===== src/ulp_pkg.sv =====
// ulp_pkg: register indices, field positions and helpers of the serial block.
// assumes 16-bit registers reached word-wise at four times their index.
`default_nettype none
package ulp_pkg;
	// printed register indices, port 1 then port 2
	localparam logic [11:0] IDX_MODE1 = 12'h20c;
	localparam logic [11:0] IDX_STA1  = 12'h20e;
	localparam logic [11:0] IDX_TX1   = 12'h210;
	localparam logic [11:0] IDX_RX1   = 12'h212;
	localparam logic [11:0] IDX_BRG1  = 12'h214;
	localparam logic [11:0] IDX_MODE2 = 12'h216;
	localparam logic [11:0] IDX_STA2  = 12'h218;
	localparam logic [11:0] IDX_TX2   = 12'h21a;
	localparam logic [11:0] IDX_RX2   = 12'h21c;
	localparam logic [11:0] IDX_BRG2  = 12'h21e;
	// interrupt status and mask
	localparam logic [11:0] IDX_STAT  = 12'h220;
	localparam logic [11:0] IDX_MASK  = 12'h221;
	// register kinds within one port, in the order of the indices
	localparam logic [2:0] K_MODE = 3'h0;
	localparam logic [2:0] K_STA  = 3'h1;
	localparam logic [2:0] K_TX   = 3'h2;
	localparam logic [2:0] K_RX   = 3'h3;
	localparam logic [2:0] K_BRG  = 3'h4;
	localparam logic [2:0] K_STAT = 3'h5;
	localparam logic [2:0] K_MASK = 3'h6;
	// mode control fields
	localparam int MODE_EN   = 15;
	localparam int MODE_SIDL = 13;
	localparam int MODE_WAKE = 7;
	localparam int MODE_LPBK = 6;
	localparam int MODE_PD   = 1;
	localparam int MODE_ST   = 0;
	// line status fields
	localparam int STA_BRK   = 11;
	localparam int STA_TXEN  = 10;
	localparam int STA_TXBF  = 9;
	localparam int STA_SHIFTER_EMPTY_FLAG  = 8;
	localparam int STA_RXSEL = 6;
	localparam int STA_ADDRESS_MATCH_ENABLE = 5;
	localparam int STA_RECEIVER_QUIET_FLAG = 4;
	localparam int STA_PARITY_FAULT_FLAG  = 3;
	localparam int STA_STOP_BIT_FAULT_FLAG  = 2;
	localparam int STA_RX_OVERFLOW_FLAG  = 1;
	localparam int STA_RXDA  = 0;
	// writable bits and reset values
	localparam logic [15:0] MODE_WMASK = 16'ha0e7;
	localparam logic [15:0] STA_WMASK  = 16'h8ce0;
	localparam logic [15:0] BRG_WMASK  = 16'hffff;
	localparam logic [15:0] REG_RST    = 16'h0000;
	localparam logic [15:0] STA_RST    = 16'h0110;
	// sixteen sub-ticks per bit, sampled in the middle
	localparam logic [3:0] OVS_LAST   = 4'hf;
	localparam logic [3:0] OVS_MID    = 4'h7;
	localparam logic [3:0] FRAME_BASE = 4'ha;
	localparam logic [3:0] IRQ_RX     = 4'h3;
	localparam logic [1:0] RESP_OKAY   = 2'b00;
	localparam logic [1:0] RESP_SLVERR = 2'b10;

	typedef struct packed {
		logic       hit;
		logic       p;
		logic [2:0] kind;
	} ulp_dec_t;

	// bit after the eight data bits: parity, ninth data bit or idle one
	function automatic logic ninth(input logic [1:0] pd,
		input logic [8:0] d);
		unique case (pd)
			2'b00: ninth = 1'b1;
			2'b01: ninth = ^d[7:0];
			2'b10: ninth = ~^d[7:0];
			2'b11: ninth = d[8];
		endcase
	endfunction

	// bits per frame, start and stop bits included
	function automatic logic [3:0] frame_len(input logic [1:0] pd,
		input logic st);
		frame_len = FRAME_BASE + {3'h0, pd != 2'b00} + {3'h0, st};
	endfunction
endpackage
`default_nettype wire


===== src/ulp_brg.sv =====
// ulp_brg: bit-rate divider giving sixteen ticks per bit.
// assumes run is low whenever the block's clocks are to stand still.
`default_nettype none
module ulp_brg (
	input  wire logic        clk,
	input  wire logic        arst_n,
	input  wire logic        run,
	input  wire logic [15:0] divisor,
	output var  logic        tick
);
	typedef struct packed {
		logic [15:0] cnt;
		logic        tick;
	} ulp_brg_t;
	ulp_brg_t s_ff;
	ulp_brg_t nxt_s;

	// one tick every divisor+1 clocks, held low when stopped
	always_comb begin
		nxt_s = s_ff;
		nxt_s.tick = 1'b0;
		if (!run) begin
			nxt_s.cnt = 16'h0000;
		end else if (s_ff.cnt == divisor) begin
			nxt_s.cnt = 16'h0000;
			nxt_s.tick = 1'b1;
		end else begin
			nxt_s.cnt = s_ff.cnt + 16'h0001;
		end
	end

	// state register
	always_ff @(posedge clk or negedge arst_n) begin
		if (!arst_n) begin
			s_ff <= '0;
		end else begin
			s_ff <= nxt_s;
		end
	end
	assign tick = s_ff.tick;
endmodule
`default_nettype wire


===== src/ulp_tx.sv =====
// ulp_tx: one-word send buffer and shifter of one port.
// assumes tick comes from ulp_brg and wr is a one-cycle pulse.
`default_nettype none
module ulp_tx (
	input  wire logic       clk,
	input  wire logic       arst_n,
	input  wire logic       run,
	input  wire logic       tick,
	input  wire logic       tx_path_enable,
	input  wire logic       tx_line_hold_low,
	input  wire logic [1:0] pd,
	input  wire logic       st,
	input  wire logic       wr,
	input  wire logic [8:0] wd,
	output var  logic       line,
	output var  logic       full,
	output var  logic       empty,
	output var  logic       load,
	output var  logic [8:0] hold
);
	typedef struct packed {
		logic [8:0]  hold;
		logic        full;
		logic [11:0] sh;
		logic [3:0]  left;
		logic [3:0]  sub;
		logic        act;
		logic        load;
		logic        line;
	} ulp_tx_t;
	ulp_tx_t s_ff;
	ulp_tx_t nxt_s;

	// shift out lsb first; stop aborts the frame but keeps the buffer
	always_comb begin
		nxt_s = s_ff;
		nxt_s.load = 1'b0;
		if (!run) begin
			nxt_s.act = 1'b0;
			nxt_s.sub = 4'h0;
		end else begin
			if (s_ff.act && tick) begin
				nxt_s.sub = s_ff.sub + 4'h1;
				if (s_ff.sub == ulp_pkg::OVS_LAST) begin
					nxt_s.sh = {1'b1, s_ff.sh[11:1]};
					nxt_s.left = s_ff.left - 4'h1;
					nxt_s.act = s_ff.left != 4'h1;
				end
			end
			if (!nxt_s.act && s_ff.full && tx_path_enable &&
				!tx_line_hold_low) begin
				nxt_s.sh = {2'b11, ulp_pkg::ninth(pd, s_ff.hold),
					s_ff.hold[7:0], 1'b0};
				nxt_s.left = ulp_pkg::frame_len(pd, st);
				nxt_s.sub = 4'h0;
				nxt_s.act = 1'b1;
				nxt_s.full = 1'b0;
				nxt_s.load = 1'b1;
			end
		end
		// a write to a full buffer is dropped
		if (wr && !s_ff.full) begin
			nxt_s.hold = wd;
			nxt_s.full = 1'b1;
		end
		if (!run) begin
			nxt_s.line = 1'b1;
		end else if (tx_line_hold_low) begin
			nxt_s.line = 1'b0;
		end else begin
			nxt_s.line = nxt_s.act ? nxt_s.sh[0] : 1'b1;
		end
	end

	// state register
	always_ff @(posedge clk or negedge arst_n) begin
		if (!arst_n) begin
			s_ff <= '0;
			s_ff.line <= 1'b1;
		end else begin
			s_ff <= nxt_s;
		end
	end
	assign line = s_ff.line;
	assign full = s_ff.full;
	assign empty = !s_ff.full && !s_ff.act;
	assign load = s_ff.load;
	assign hold = s_ff.hold;
endmodule
`default_nettype wire


===== src/ulp_uart_top.sv =====
// ulp_uart_top: two serial ports with AXI4-Lite registers and interrupt.
// assumes SLEEP and CPU_IDLE are synchronous levels from the power logic.
//
// Our own choice: the AXI4-Lite interface to the registers.
`default_nettype none
module ulp_uart_top (
	input  wire logic        REF_CLK,
	input  wire logic        ARST_N,
	input  wire logic        SLEEP,
	input  wire logic        CPU_IDLE,
	input  wire logic [1:0]  SERIAL_IN_LINE,
	output var  logic [1:0]  SERIAL_OUT_LINE,
	output var  logic        IRQ,
	output var  logic        WAKE_REQ,
	input  wire logic [13:0] AWADDR,
	input  wire logic        AWVALID,
	output var  logic        AWREADY,
	input  wire logic [31:0] WDATA,
	input  wire logic [3:0]  WSTRB,
	input  wire logic        WVALID,
	output var  logic        WREADY,
	output var  logic [1:0]  BRESP,
	output var  logic        BVALID,
	input  wire logic        BREADY,
	input  wire logic [13:0] ARADDR,
	input  wire logic        ARVALID,
	output var  logic        ARREADY,
	output var  logic [31:0] RDATA,
	output var  logic [1:0]  RRESP,
	output var  logic        RVALID,
	input  wire logic        RREADY
);
	typedef struct packed {
		logic             aw_got;
		logic             w_got;
		logic [11:0]      aw_idx;
		logic [15:0]      wd;
		logic [1:0]       ws;
		logic             awready;
		logic             wready;
		logic             bvalid;
		logic [1:0]       bresp;
		logic             arready;
		logic             rvalid;
		logic [1:0]       rresp;
		logic [31:0]      rdata;
		logic             r_tx;
		logic [1:0][15:0] mode;
		logic [1:0][15:0] sta;
		logic [1:0][15:0] brg;
		logic [1:0][8:0]  rxw;
		logic [1:0]       parity_fault_flag;
		logic [1:0]       stop_bit_fault_flag;
		logic [1:0]       rx_overflow_flag;
		logic [1:0]       rxda;
		logic [1:0]       act;
		logic [1:0]       whi;
		logic [1:0]       prev;
		logic [1:0]       txwr;
		logic [1:0][8:0]  txd;
		logic [1:0][3:0]  sub;
		logic [1:0][3:0]  bitn;
		logic [1:0][11:0] sh;
		logic [3:0]       stat;
		logic [3:0]       mask;
		logic             irq;
		logic             wake;
	} ulp_top_t;
	ulp_top_t s_ff;
	ulp_top_t nxt_s;

	logic [1:0]       run;
	logic [1:0]       tick;
	logic [1:0]       tx_line;
	logic [1:0]       tx_full;
	logic [1:0]       tx_empty;
	logic [1:0]       tx_load;
	logic [1:0][8:0]  tx_hold;
	logic             wr_commit;
	ulp_pkg::ulp_dec_t wdec;

	// find port and register kind of an index
	function automatic ulp_pkg::ulp_dec_t dec(input logic [11:0] idx);
		logic [11:0] base;
		logic [11:0] off;
		dec = '0;
		base = 12'h000;
		off = 12'h000;
		if (idx == ulp_pkg::IDX_STAT) begin
			dec.hit = 1'b1;
			dec.kind = ulp_pkg::K_STAT;
		end else if (idx == ulp_pkg::IDX_MASK) begin
			dec.hit = 1'b1;
			dec.kind = ulp_pkg::K_MASK;
		end else begin
			for (int p = 0; p < 2; p++) begin
				base = (p == 0) ? ulp_pkg::IDX_MODE1 : ulp_pkg::IDX_MODE2;
				off = idx - base;
				if (idx >= base && off <= ulp_pkg::IDX_BRG1 -
					ulp_pkg::IDX_MODE1 && !off[0]) begin
					dec.hit = 1'b1;
					dec.p = p[0];
					dec.kind = off[3:1];
				end
			end
		end
	endfunction

	// byte-lane merge of a write into the writable bits
	function automatic logic [15:0] merge(input logic [15:0] old,
		input logic [15:0] wd, input logic [1:0] ws,
		input logic [15:0] wmask);
		logic [15:0] lane;
		lane = {{8{ws[1]}}, {8{ws[0]}}} & wmask;
		merge = (old & ~lane) | (wd & lane);
	endfunction

	// port runs when enabled, awake, and not halted by cpu idle
	always_comb begin
		for (int i = 0; i < 2; i++) begin
			run[i] = s_ff.mode[i][ulp_pkg::MODE_EN] && !SLEEP &&
				!(CPU_IDLE && s_ff.mode[i][ulp_pkg::MODE_SIDL]);
		end
	end
	assign wr_commit = s_ff.aw_got && s_ff.w_got && !s_ff.bvalid;
	assign wdec = dec(s_ff.aw_idx);

	// bit-rate dividers and send paths, one of each per port
	for (genvar g = 0; g < 2; g++) begin : g_port
		ulp_brg u_brg (
			.clk     (REF_CLK),
			.arst_n  (ARST_N),
			.run     (run[g]),
			.divisor (s_ff.brg[g]),
			.tick    (tick[g])
		);
		ulp_tx u_tx (
			.clk              (REF_CLK),
			.arst_n           (ARST_N),
			.run              (run[g]),
			.tick             (tick[g]),
			.tx_path_enable   (s_ff.sta[g][ulp_pkg::STA_TXEN]),
			.tx_line_hold_low (s_ff.sta[g][ulp_pkg::STA_BRK]),
			.pd               (s_ff.mode[g][ulp_pkg::MODE_PD +: 2]),
			.st               (s_ff.mode[g][ulp_pkg::MODE_ST]),
			.wr               (s_ff.txwr[g]),
			.wd               (s_ff.txd[g]),
			.line             (tx_line[g]),
			.full             (tx_full[g]),
			.empty            (tx_empty[g]),
			.load             (tx_load[g]),
			.hold             (tx_hold[g])
		);
	end

	// bus slave, register file, receivers and interrupt logic
	always_comb begin
		ulp_pkg::ulp_dec_t d;
		logic [15:0] v;
		logic [11:0] w;
		logic [8:0]  data;
		logic [3:0]  len;
		logic [1:0]  pd;
		logic        src;
		logic        evt;
		d = '0;
		v = 16'h0000;
		w = 12'h000;
		data = 9'h000;
		len = 4'h0;
		pd = 2'b00;
		src = 1'b1;
		evt = 1'b0;
		nxt_s = s_ff;
		nxt_s.txwr = 2'b00;
		if (s_ff.bvalid && BREADY) begin
			nxt_s.bvalid = 1'b0;
		end
		if (s_ff.rvalid && RREADY) begin
			nxt_s.rvalid = 1'b0;
		end
		if (AWVALID && s_ff.awready) begin
			nxt_s.aw_got = 1'b1;
			nxt_s.aw_idx = AWADDR[13:2];
		end
		if (WVALID && s_ff.wready) begin
			nxt_s.w_got = 1'b1;
			nxt_s.wd = WDATA[15:0];
			nxt_s.ws = WSTRB[1:0];
		end
		// write commit once address and data are both held
		if (wr_commit) begin
			nxt_s.aw_got = 1'b0;
			nxt_s.w_got = 1'b0;
			nxt_s.bvalid = 1'b1;
			nxt_s.bresp = wdec.hit ? ulp_pkg::RESP_OKAY :
				ulp_pkg::RESP_SLVERR;
			if (wdec.hit) begin
				unique case (wdec.kind)
					ulp_pkg::K_MODE: nxt_s.mode[wdec.p] = merge(
						s_ff.mode[wdec.p], s_ff.wd, s_ff.ws,
						ulp_pkg::MODE_WMASK);
					ulp_pkg::K_STA: begin
						nxt_s.sta[wdec.p] = merge(s_ff.sta[wdec.p],
							s_ff.wd, s_ff.ws, ulp_pkg::STA_WMASK);
						if (s_ff.ws[0] && !s_ff.wd[ulp_pkg::STA_RX_OVERFLOW_FLAG]) begin
							nxt_s.rx_overflow_flag[wdec.p] = 1'b0;
						end
					end
					ulp_pkg::K_TX: begin
						nxt_s.txwr[wdec.p] = s_ff.ws != 2'b00;
						nxt_s.txd[wdec.p] = s_ff.wd[8:0];
					end
					ulp_pkg::K_RX: ;
					ulp_pkg::K_BRG: nxt_s.brg[wdec.p] = merge(
						s_ff.brg[wdec.p], s_ff.wd, s_ff.ws,
						ulp_pkg::BRG_WMASK);
					ulp_pkg::K_STAT: nxt_s.stat = s_ff.stat &
						~(s_ff.wd[3:0] & {4{s_ff.ws[0]}});
					ulp_pkg::K_MASK: if (s_ff.ws[0]) begin
						nxt_s.mask = s_ff.wd[3:0];
					end
					default: ;
				endcase
			end
		end
		nxt_s.awready = !nxt_s.aw_got && !nxt_s.bvalid;
		nxt_s.wready = !nxt_s.w_got && !nxt_s.bvalid;
		// read: answer one cycle after the address is taken
		if (ARVALID && s_ff.arready) begin
			d = dec(ARADDR[13:2]);
			if (d.hit) begin
				unique case (d.kind)
					ulp_pkg::K_MODE: v = s_ff.mode[d.p];
					ulp_pkg::K_STA: begin
						v = s_ff.sta[d.p] & ulp_pkg::STA_WMASK;
						v[ulp_pkg::STA_TXBF] = tx_full[d.p];
						v[ulp_pkg::STA_SHIFTER_EMPTY_FLAG] = tx_empty[d.p];
						v[ulp_pkg::STA_RECEIVER_QUIET_FLAG] = !s_ff.act[d.p];
						v[ulp_pkg::STA_PARITY_FAULT_FLAG] = s_ff.parity_fault_flag[d.p];
						v[ulp_pkg::STA_STOP_BIT_FAULT_FLAG] = s_ff.stop_bit_fault_flag[d.p];
						v[ulp_pkg::STA_RX_OVERFLOW_FLAG] = s_ff.rx_overflow_flag[d.p];
						v[ulp_pkg::STA_RXDA] = s_ff.rxda[d.p];
					end
					ulp_pkg::K_TX: v = {7'h00, tx_hold[d.p]};
					ulp_pkg::K_RX: begin
						v = {7'h00, s_ff.rxw[d.p]};
						nxt_s.rxda[d.p] = 1'b0;
					end
					ulp_pkg::K_BRG: v = s_ff.brg[d.p];
					ulp_pkg::K_STAT: v = {12'h000, s_ff.stat};
					ulp_pkg::K_MASK: v = {12'h000, s_ff.mask};
					default: v = 16'h0000;
				endcase
			end
			nxt_s.rvalid = 1'b1;
			nxt_s.rresp = d.hit ? ulp_pkg::RESP_OKAY : ulp_pkg::RESP_SLVERR;
			nxt_s.rdata = {16'h0000, v};
			nxt_s.r_tx = d.hit && d.kind == ulp_pkg::K_TX;
		end
		nxt_s.arready = !nxt_s.rvalid;
		// receivers; hardware sets come after software clears
		for (int i = 0; i < 2; i++) begin
			pd = s_ff.mode[i][ulp_pkg::MODE_PD +: 2];
			src = s_ff.mode[i][ulp_pkg::MODE_LPBK] ? tx_line[i] :
				SERIAL_IN_LINE[i];
			if (SLEEP && s_ff.mode[i][ulp_pkg::MODE_EN] &&
				s_ff.mode[i][ulp_pkg::MODE_WAKE] && s_ff.prev[i] &&
				!SERIAL_IN_LINE[i]) begin
				nxt_s.stat[i] = 1'b1;
			end
			nxt_s.prev[i] = SERIAL_IN_LINE[i];
			if (!run[i]) begin
				nxt_s.act[i] = 1'b0;
				nxt_s.sub[i] = 4'h0;
				nxt_s.bitn[i] = 4'h0;
			end else if (tick[i] && !s_ff.act[i]) begin
				// start only after the line went high again
				if (src) begin
					nxt_s.whi[i] = 1'b0;
				end else if (!s_ff.whi[i] && !nxt_s.rx_overflow_flag[i]) begin
					nxt_s.act[i] = 1'b1;
					nxt_s.sub[i] = 4'h0;
					nxt_s.bitn[i] = 4'h0;
				end
			end else if (tick[i]) begin
				nxt_s.sub[i] = s_ff.sub[i] + 4'h1;
				if (s_ff.sub[i] == ulp_pkg::OVS_MID) begin
					if (s_ff.bitn[i] == 4'h0 && src) begin
						nxt_s.act[i] = 1'b0; // false start
					end else begin
						w = s_ff.sh[i];
						w[s_ff.bitn[i]] = src;
						nxt_s.sh[i] = w;
						len = ulp_pkg::frame_len(pd,
							s_ff.mode[i][ulp_pkg::MODE_ST]);
						if (s_ff.bitn[i] == len - 4'h1) begin
							nxt_s.act[i] = 1'b0;
							data = {pd == 2'b11 && w[9], w[8:1]};
							nxt_s.whi[i] = !src ||
								(s_ff.mode[i][ulp_pkg::MODE_ST] &&
								!w[len - 4'h2]);
							if (nxt_s.rxda[i]) begin
								nxt_s.rx_overflow_flag[i] = 1'b1;
							end else begin
								nxt_s.rxw[i] = data;
								nxt_s.rxda[i] = 1'b1;
								nxt_s.stop_bit_fault_flag[i] = nxt_s.whi[i];
								nxt_s.parity_fault_flag[i] = (pd == 2'b01 || pd == 2'b10)
									&& w[9] != ulp_pkg::ninth(pd, data);
								evt = (s_ff.sta[i][ulp_pkg::STA_ADDRESS_MATCH_ENABLE] &&
									pd == 2'b11) ? data[8] :
									!s_ff.sta[i][ulp_pkg::STA_RXSEL + 1];
								if (evt) begin
									nxt_s.stat[i] = 1'b1;
								end
							end
						end else begin
							nxt_s.bitn[i] = s_ff.bitn[i] + 4'h1;
						end
					end
				end
			end
			if (tx_load[i]) begin
				nxt_s.stat[i + 2] = 1'b1;
			end
		end
		nxt_s.irq = |(nxt_s.stat & nxt_s.mask);
		nxt_s.wake = SLEEP && |(nxt_s.stat & nxt_s.mask & ulp_pkg::IRQ_RX);
	end

	// state register; sleep has no path here, so mode, sta, brg and rxw stay put
	always_ff @(posedge REF_CLK or negedge ARST_N) begin
		if (!ARST_N) begin
			s_ff <= '0;
		end else begin
			s_ff <= nxt_s;
		end
	end
	assign SERIAL_OUT_LINE = tx_line;
	assign IRQ = s_ff.irq;
	assign WAKE_REQ = s_ff.wake;
	assign AWREADY = s_ff.awready;
	assign WREADY = s_ff.wready;
	assign BVALID = s_ff.bvalid;
	assign BRESP = s_ff.bresp;
	assign ARREADY = s_ff.arready;
	assign RVALID = s_ff.rvalid;
	assign RRESP = s_ff.rresp;
	assign RDATA = s_ff.rdata;
endmodule
`default_nettype wire


===== config.mk =====
export PLATFORM = sky130hd
export DESIGN_NAME = ulp_uart_top
export DESIGN_NICKNAME = d
export VERILOG_FILES = /design/src/ulp_pkg.sv /design/src/ulp_brg.sv /design/src/ulp_tx.sv /design/src/ulp_uart_top.sv
export SDC_FILE = /design/constraint.sdc
export NUM_CORES = 1
export LEC_CHECK = 0
export CORE_ASPECT_RATIO = 0.6
export CORE_UTILIZATION = 40
export DETAILED_ROUTE_END_ITERATION = 8
export DONT_BUFFER_PORTS = 1
export PLACE_DENSITY = 0.58
export SYNTH_ARGS = -nofsm -noshare
export SYNTH_HDL_FRONTEND = slang
export SYNTH_SLANG_ARGS = --single-unit
export TNS_END_PERCENT = 50

===== constraint.sdc =====
create_clock -name REF_CLK -period 5 [get_ports REF_CLK]
set_input_delay 0.25 -clock REF_CLK [delete_from_list [all_inputs] [get_ports REF_CLK]]
set_output_delay 0.25 -clock REF_CLK [all_outputs]
set_load 0.005 [all_outputs]

==> flow_summary_export.csv <==
group,metric,value,unit
outcome,run_status,"finished, violations left",
outcome,failing_checks,"negative hold slack, max-slew violations",
placement,inst_count_dp,2364,
detailed_routing,post_drt_wl_per_cell,22.22,µm
worst_setup_path,crit_path_end_kind,"flip-flop",
worst_setup_path,crit_path_start,"s_ff[259]",
worst_setup_path,setup.worst_path.start_class,"flip-flop",
worst_setup_path,critPathArrivalTime,4.55,ns
yosys,post_synth_inst_count,1876,
hold_path,hold_path.class,"primary input to asynchronous set/reset pin",
detailed_routing,dr_total_vias,14566,
yosys,synth_commonest_cells,"dfrtp_1 (329), nand2_1 (155), a21oi_1 (145)",
final_layout,drive_above_1_share,13.82,%
yosys,synth_seq_area_share,45.16,%
floorplanning,die_width,278.5,µm
floorplanning,core_region_area,0.04504,mm²
worst_setup_path,largest_delay_contributor_family_on_the_critical_path,"simple AND/OR/NAND/NOR gates",
timing,unrepaired_setup_endpoints_after_global_routing,"false",
placement,buffer_ports.inserted,0,
detailed_routing,detail_route.first_pass.iterations,8,
clock_network,clk_path_buf_depth,3,
yosys,ys_dominant_reg_cell,"dfrtp_1",
timing,fin_tns_setup,0,ns
floorplanning,std_cell_rows,60,
timing,slew_viol_final,87,
power_and_ir_drop,irDropWorstVdd,0.2733,mV
detailed_routing,drc,0,
grt,met3_routing_resource_usage_after_global_routing,6.356,%
timing,finalClockSkew,0.01796,ns
clock_network,clk_transition_reported_paths,0.07,ns
floorplanning,dieHeight,167.9,µm
yosys,syn_avg_cell_area,9.780,µm²
timing,shortest_period_the_worst_path_allows,4.131,ns
clock_network,clk_root_buffer_cell,"clkbuf_16",
clock_network,cts.repair.resized,0,
power_and_ir_drop,power_leakage,8.928,nW
timing,timing.final.crit_share,82.62,%
worst_setup_path,timing.rr.start,"s_ff[259]",
final_layout,postLayoutCellArea,0.02027,mm²
detailed_routing,drtAntennaViolNets,0,
placement,detailedPlacementHpwl,39.30,mm
grt,number_of_antenna_violations_at_the_first_check_in_global_routing,0,
worst_setup_path,critical_path.slowest_cell,"a31oi_2",
clock_network,cts_sinks,331,
grt,wire_length_of_the_first_global_routing_pass,85.43,mm
floorplanning,initial_utilization,40.73,%
worst_setup_path,setup.worst_path.class,"flip-flop to flip-flop",
timing,timing_worst_slew_pin_value,1.583,ns
yosys,synth-async-reset-ratio,100.0,%
job,cap_viol_max_count,0,
timing,setup_viol,0,
detailed_routing,1st_iter_drt_viols,1558,
timing,finalHoldViolations,330,
yosys,synth-seq-cells,331,
yosys,synthMostInstantiatedCell,"dfrtp_1",
grt,grt_met2_use,32.72,%
clock_network,cts.htree.levels,2,
worst_setup_path,critPathMaxFanout,13,
grt,grt-ovfl-total,0,
yosys,synth_top_cell_by_area,"dfrtp_1",
clock_network,post_cts.repair.setup_buffers,0,
yosys,yosys.cell_types.count,93,
final_layout,finish.net_count,1963,
final_layout,diode_count,0,
timing,worst_hold_slack,-0.5813,ns
floorplanning,floorplan.io_pins,120,
yosys,synth_edf_count,0,
grt,gr-max-usage-layer,"met1",
clock_network,clock_latency,0.55,ns
yosys,netlist_area,0.01835,mm²
final_layout,final_cell_count_no_fill,2463,
clock_network,cts_made_buffers,35,
yosys,netlist_top_cells_area,"dfrtp_1 (45%), mux2_2 (7.2%), a21oi_1 (4.0%), xor2_1 (3.2%), nand2_1 (3.2%)",
timing,timing.slew.headroom,-5.563,%
grt,grt.total_usage,23.49,%
floorplanning,die_area,0.04675,mm²
detailed_routing,routed_wl,54.74,mm
timing,max_freq,242.1,MHz
detailed_routing,post_drt_via_cell_ratio,5.914,
worst_setup_path,worst-endpoint-required,5.42,ns
worst_setup_path,crit_path_cell_trace,"ha_1 > xor2_1 > nor2_1 > a211oi_1 > nand2_1 > nor3_1 > nand3_1 > a31oi_2 > mux2_2",
final_layout,area_growth,10.50,%
yosys,synthesis_warnings,0,
worst_setup_path,critPathBufInv,0,
worst_setup_path,worst_path_largest_cell_delay,0.71,ns
placement,detailed_place.area,0.01868,mm²
yosys,synth_largest_type_area_fraction,44.87,%
grt,via_count_of_the_first_global_routing_pass,13902,
grt,groute.layer.met1.usage,36.10,%
clock_network,cts.hold.buffers_added,37,
placement,gpl.final_weighted_congestion,0.8995,
grt,grt_start_max_net_pins,332,
clock_network,cts_tree,"done",
power_and_ir_drop,power_density,356.4,mW/mm²
logic make-up (layout without fill, tap and decap cells):
group	count (synthesis)	count (layout)	share of synthesized area, %
AOI/OAI and AO/OA	518	518	18.67
xor gates and xnor gates	104	104	5.040
adders and majority gates	39	39	2.660
buffers and inverters	201	182	5.040
DFF	331	331	45.16
muxes	154	154	9.275
other	1	18	0.02044
and+or+nand+nor	528	528	14.14
state kept, by name, summed over array words and instances, names as in the netlist, 2 cells and up:
signal / count
s_ff: 206
g_port.u_tx.s_ff: 42
g_port.u_brg.s_ff: 32
g_port.u_tx.hold: 18
RDATA: 16
g_port.u_brg.tick: 2
g_port.u_tx.full: 2
g_port.u_tx.line: 2
g_port.u_tx.load: 2
worst reg2reg max path, stage by stage, from the launching register on:
cell      delay [ns]
dfrtp_1         0.62
ha_1            0.29
xor2_1          0.36
nor2_1          0.08
a211oi_1        0.33
nand2_1         0.20
nor3_1          0.64
nand3_1         0.37
a31oi_2         0.71
mux2_2          0.42
through the flow:
stage / setup slack, ns / total power [mW] / utilization, %
after floorplan: 1.549 / 4.016 / -
after global placement: 0.9583 / 4.370 / 41.46
after detailed placement: 0.8897 / 4.386 / 41.46
after CTS: 0.8654 / 7.248 / 45.01
after global routing: 0.5312 / 7.533 / 45.01
final: 0.8689 / 7.225 / 45.01
final cells by class:
type | count | area, µm²
clock buffers | 46 | 1018
clock inverters | 16 | 209.0
fillers | 4333 | 24770
inverters | 53 | 198.9
multi-input cells | 1361 | 9229
flip-flops and latches | 331 | 8285
well taps | 589 | 737.0
repair buffers | 67 | 595.6
path summary, 6_finish.rpt:
kind,depth (start not counted),slack [ns],end
max in group asynchronous,0,4.32,s_ff[41]
setup / recovery,9,0.87,s_ff[63]
hold reg to reg,0,0.38,s_ff[190]
min in group REF_CLK,3,0.12,g_port[1].u_tx.s_ff[19]
hold / removal,0,-0.58,s_ff[18]
setup reg to reg,9,0.87,s_ff[63]
layout by cell type, fill, tap and decap left out, drive strengths merged, types with 10 or more instances in the layout:
cell type,n
a31oi,26
o22ai,25
dfrtp,329
xnor2,36
inv,55
nand3,54
o31ai,23
and2,10
and3,17
nor2b,18
o211ai,15
a22oi,16
nand2b,25
a21o,11
o21a,10
dlygate4sd3,37
mux2i,35
mux2,118
nor4,15
clkbuf,46
o21ai,118
ha,39
a21oi,146
buf,30
nor3,21
or2,11
nand4,21
nor2,135
xor2,67
conb,18
a211oi,22
nand2,155
where the power goes:
part | switching, mW | leakage, nW | internal (mW) | total, mW
sequential | 0.443 | 4.42 | 2.87 | 3.31
clock | 1.18 | 0.596 | 1.65 | 2.83
combinational | 0.614 | 3.91 | 0.470 | 1.08
total | 2.24 | 8.93 | 4.99 | 7.23
metal layers:
layer,wire [µm],vias to the layer above
met5,0,-
met4,889,0
met2,22290,481
li1,-,6708
met3,4566,66
met1,26990,7311
(Power assumes the default switching activity.)
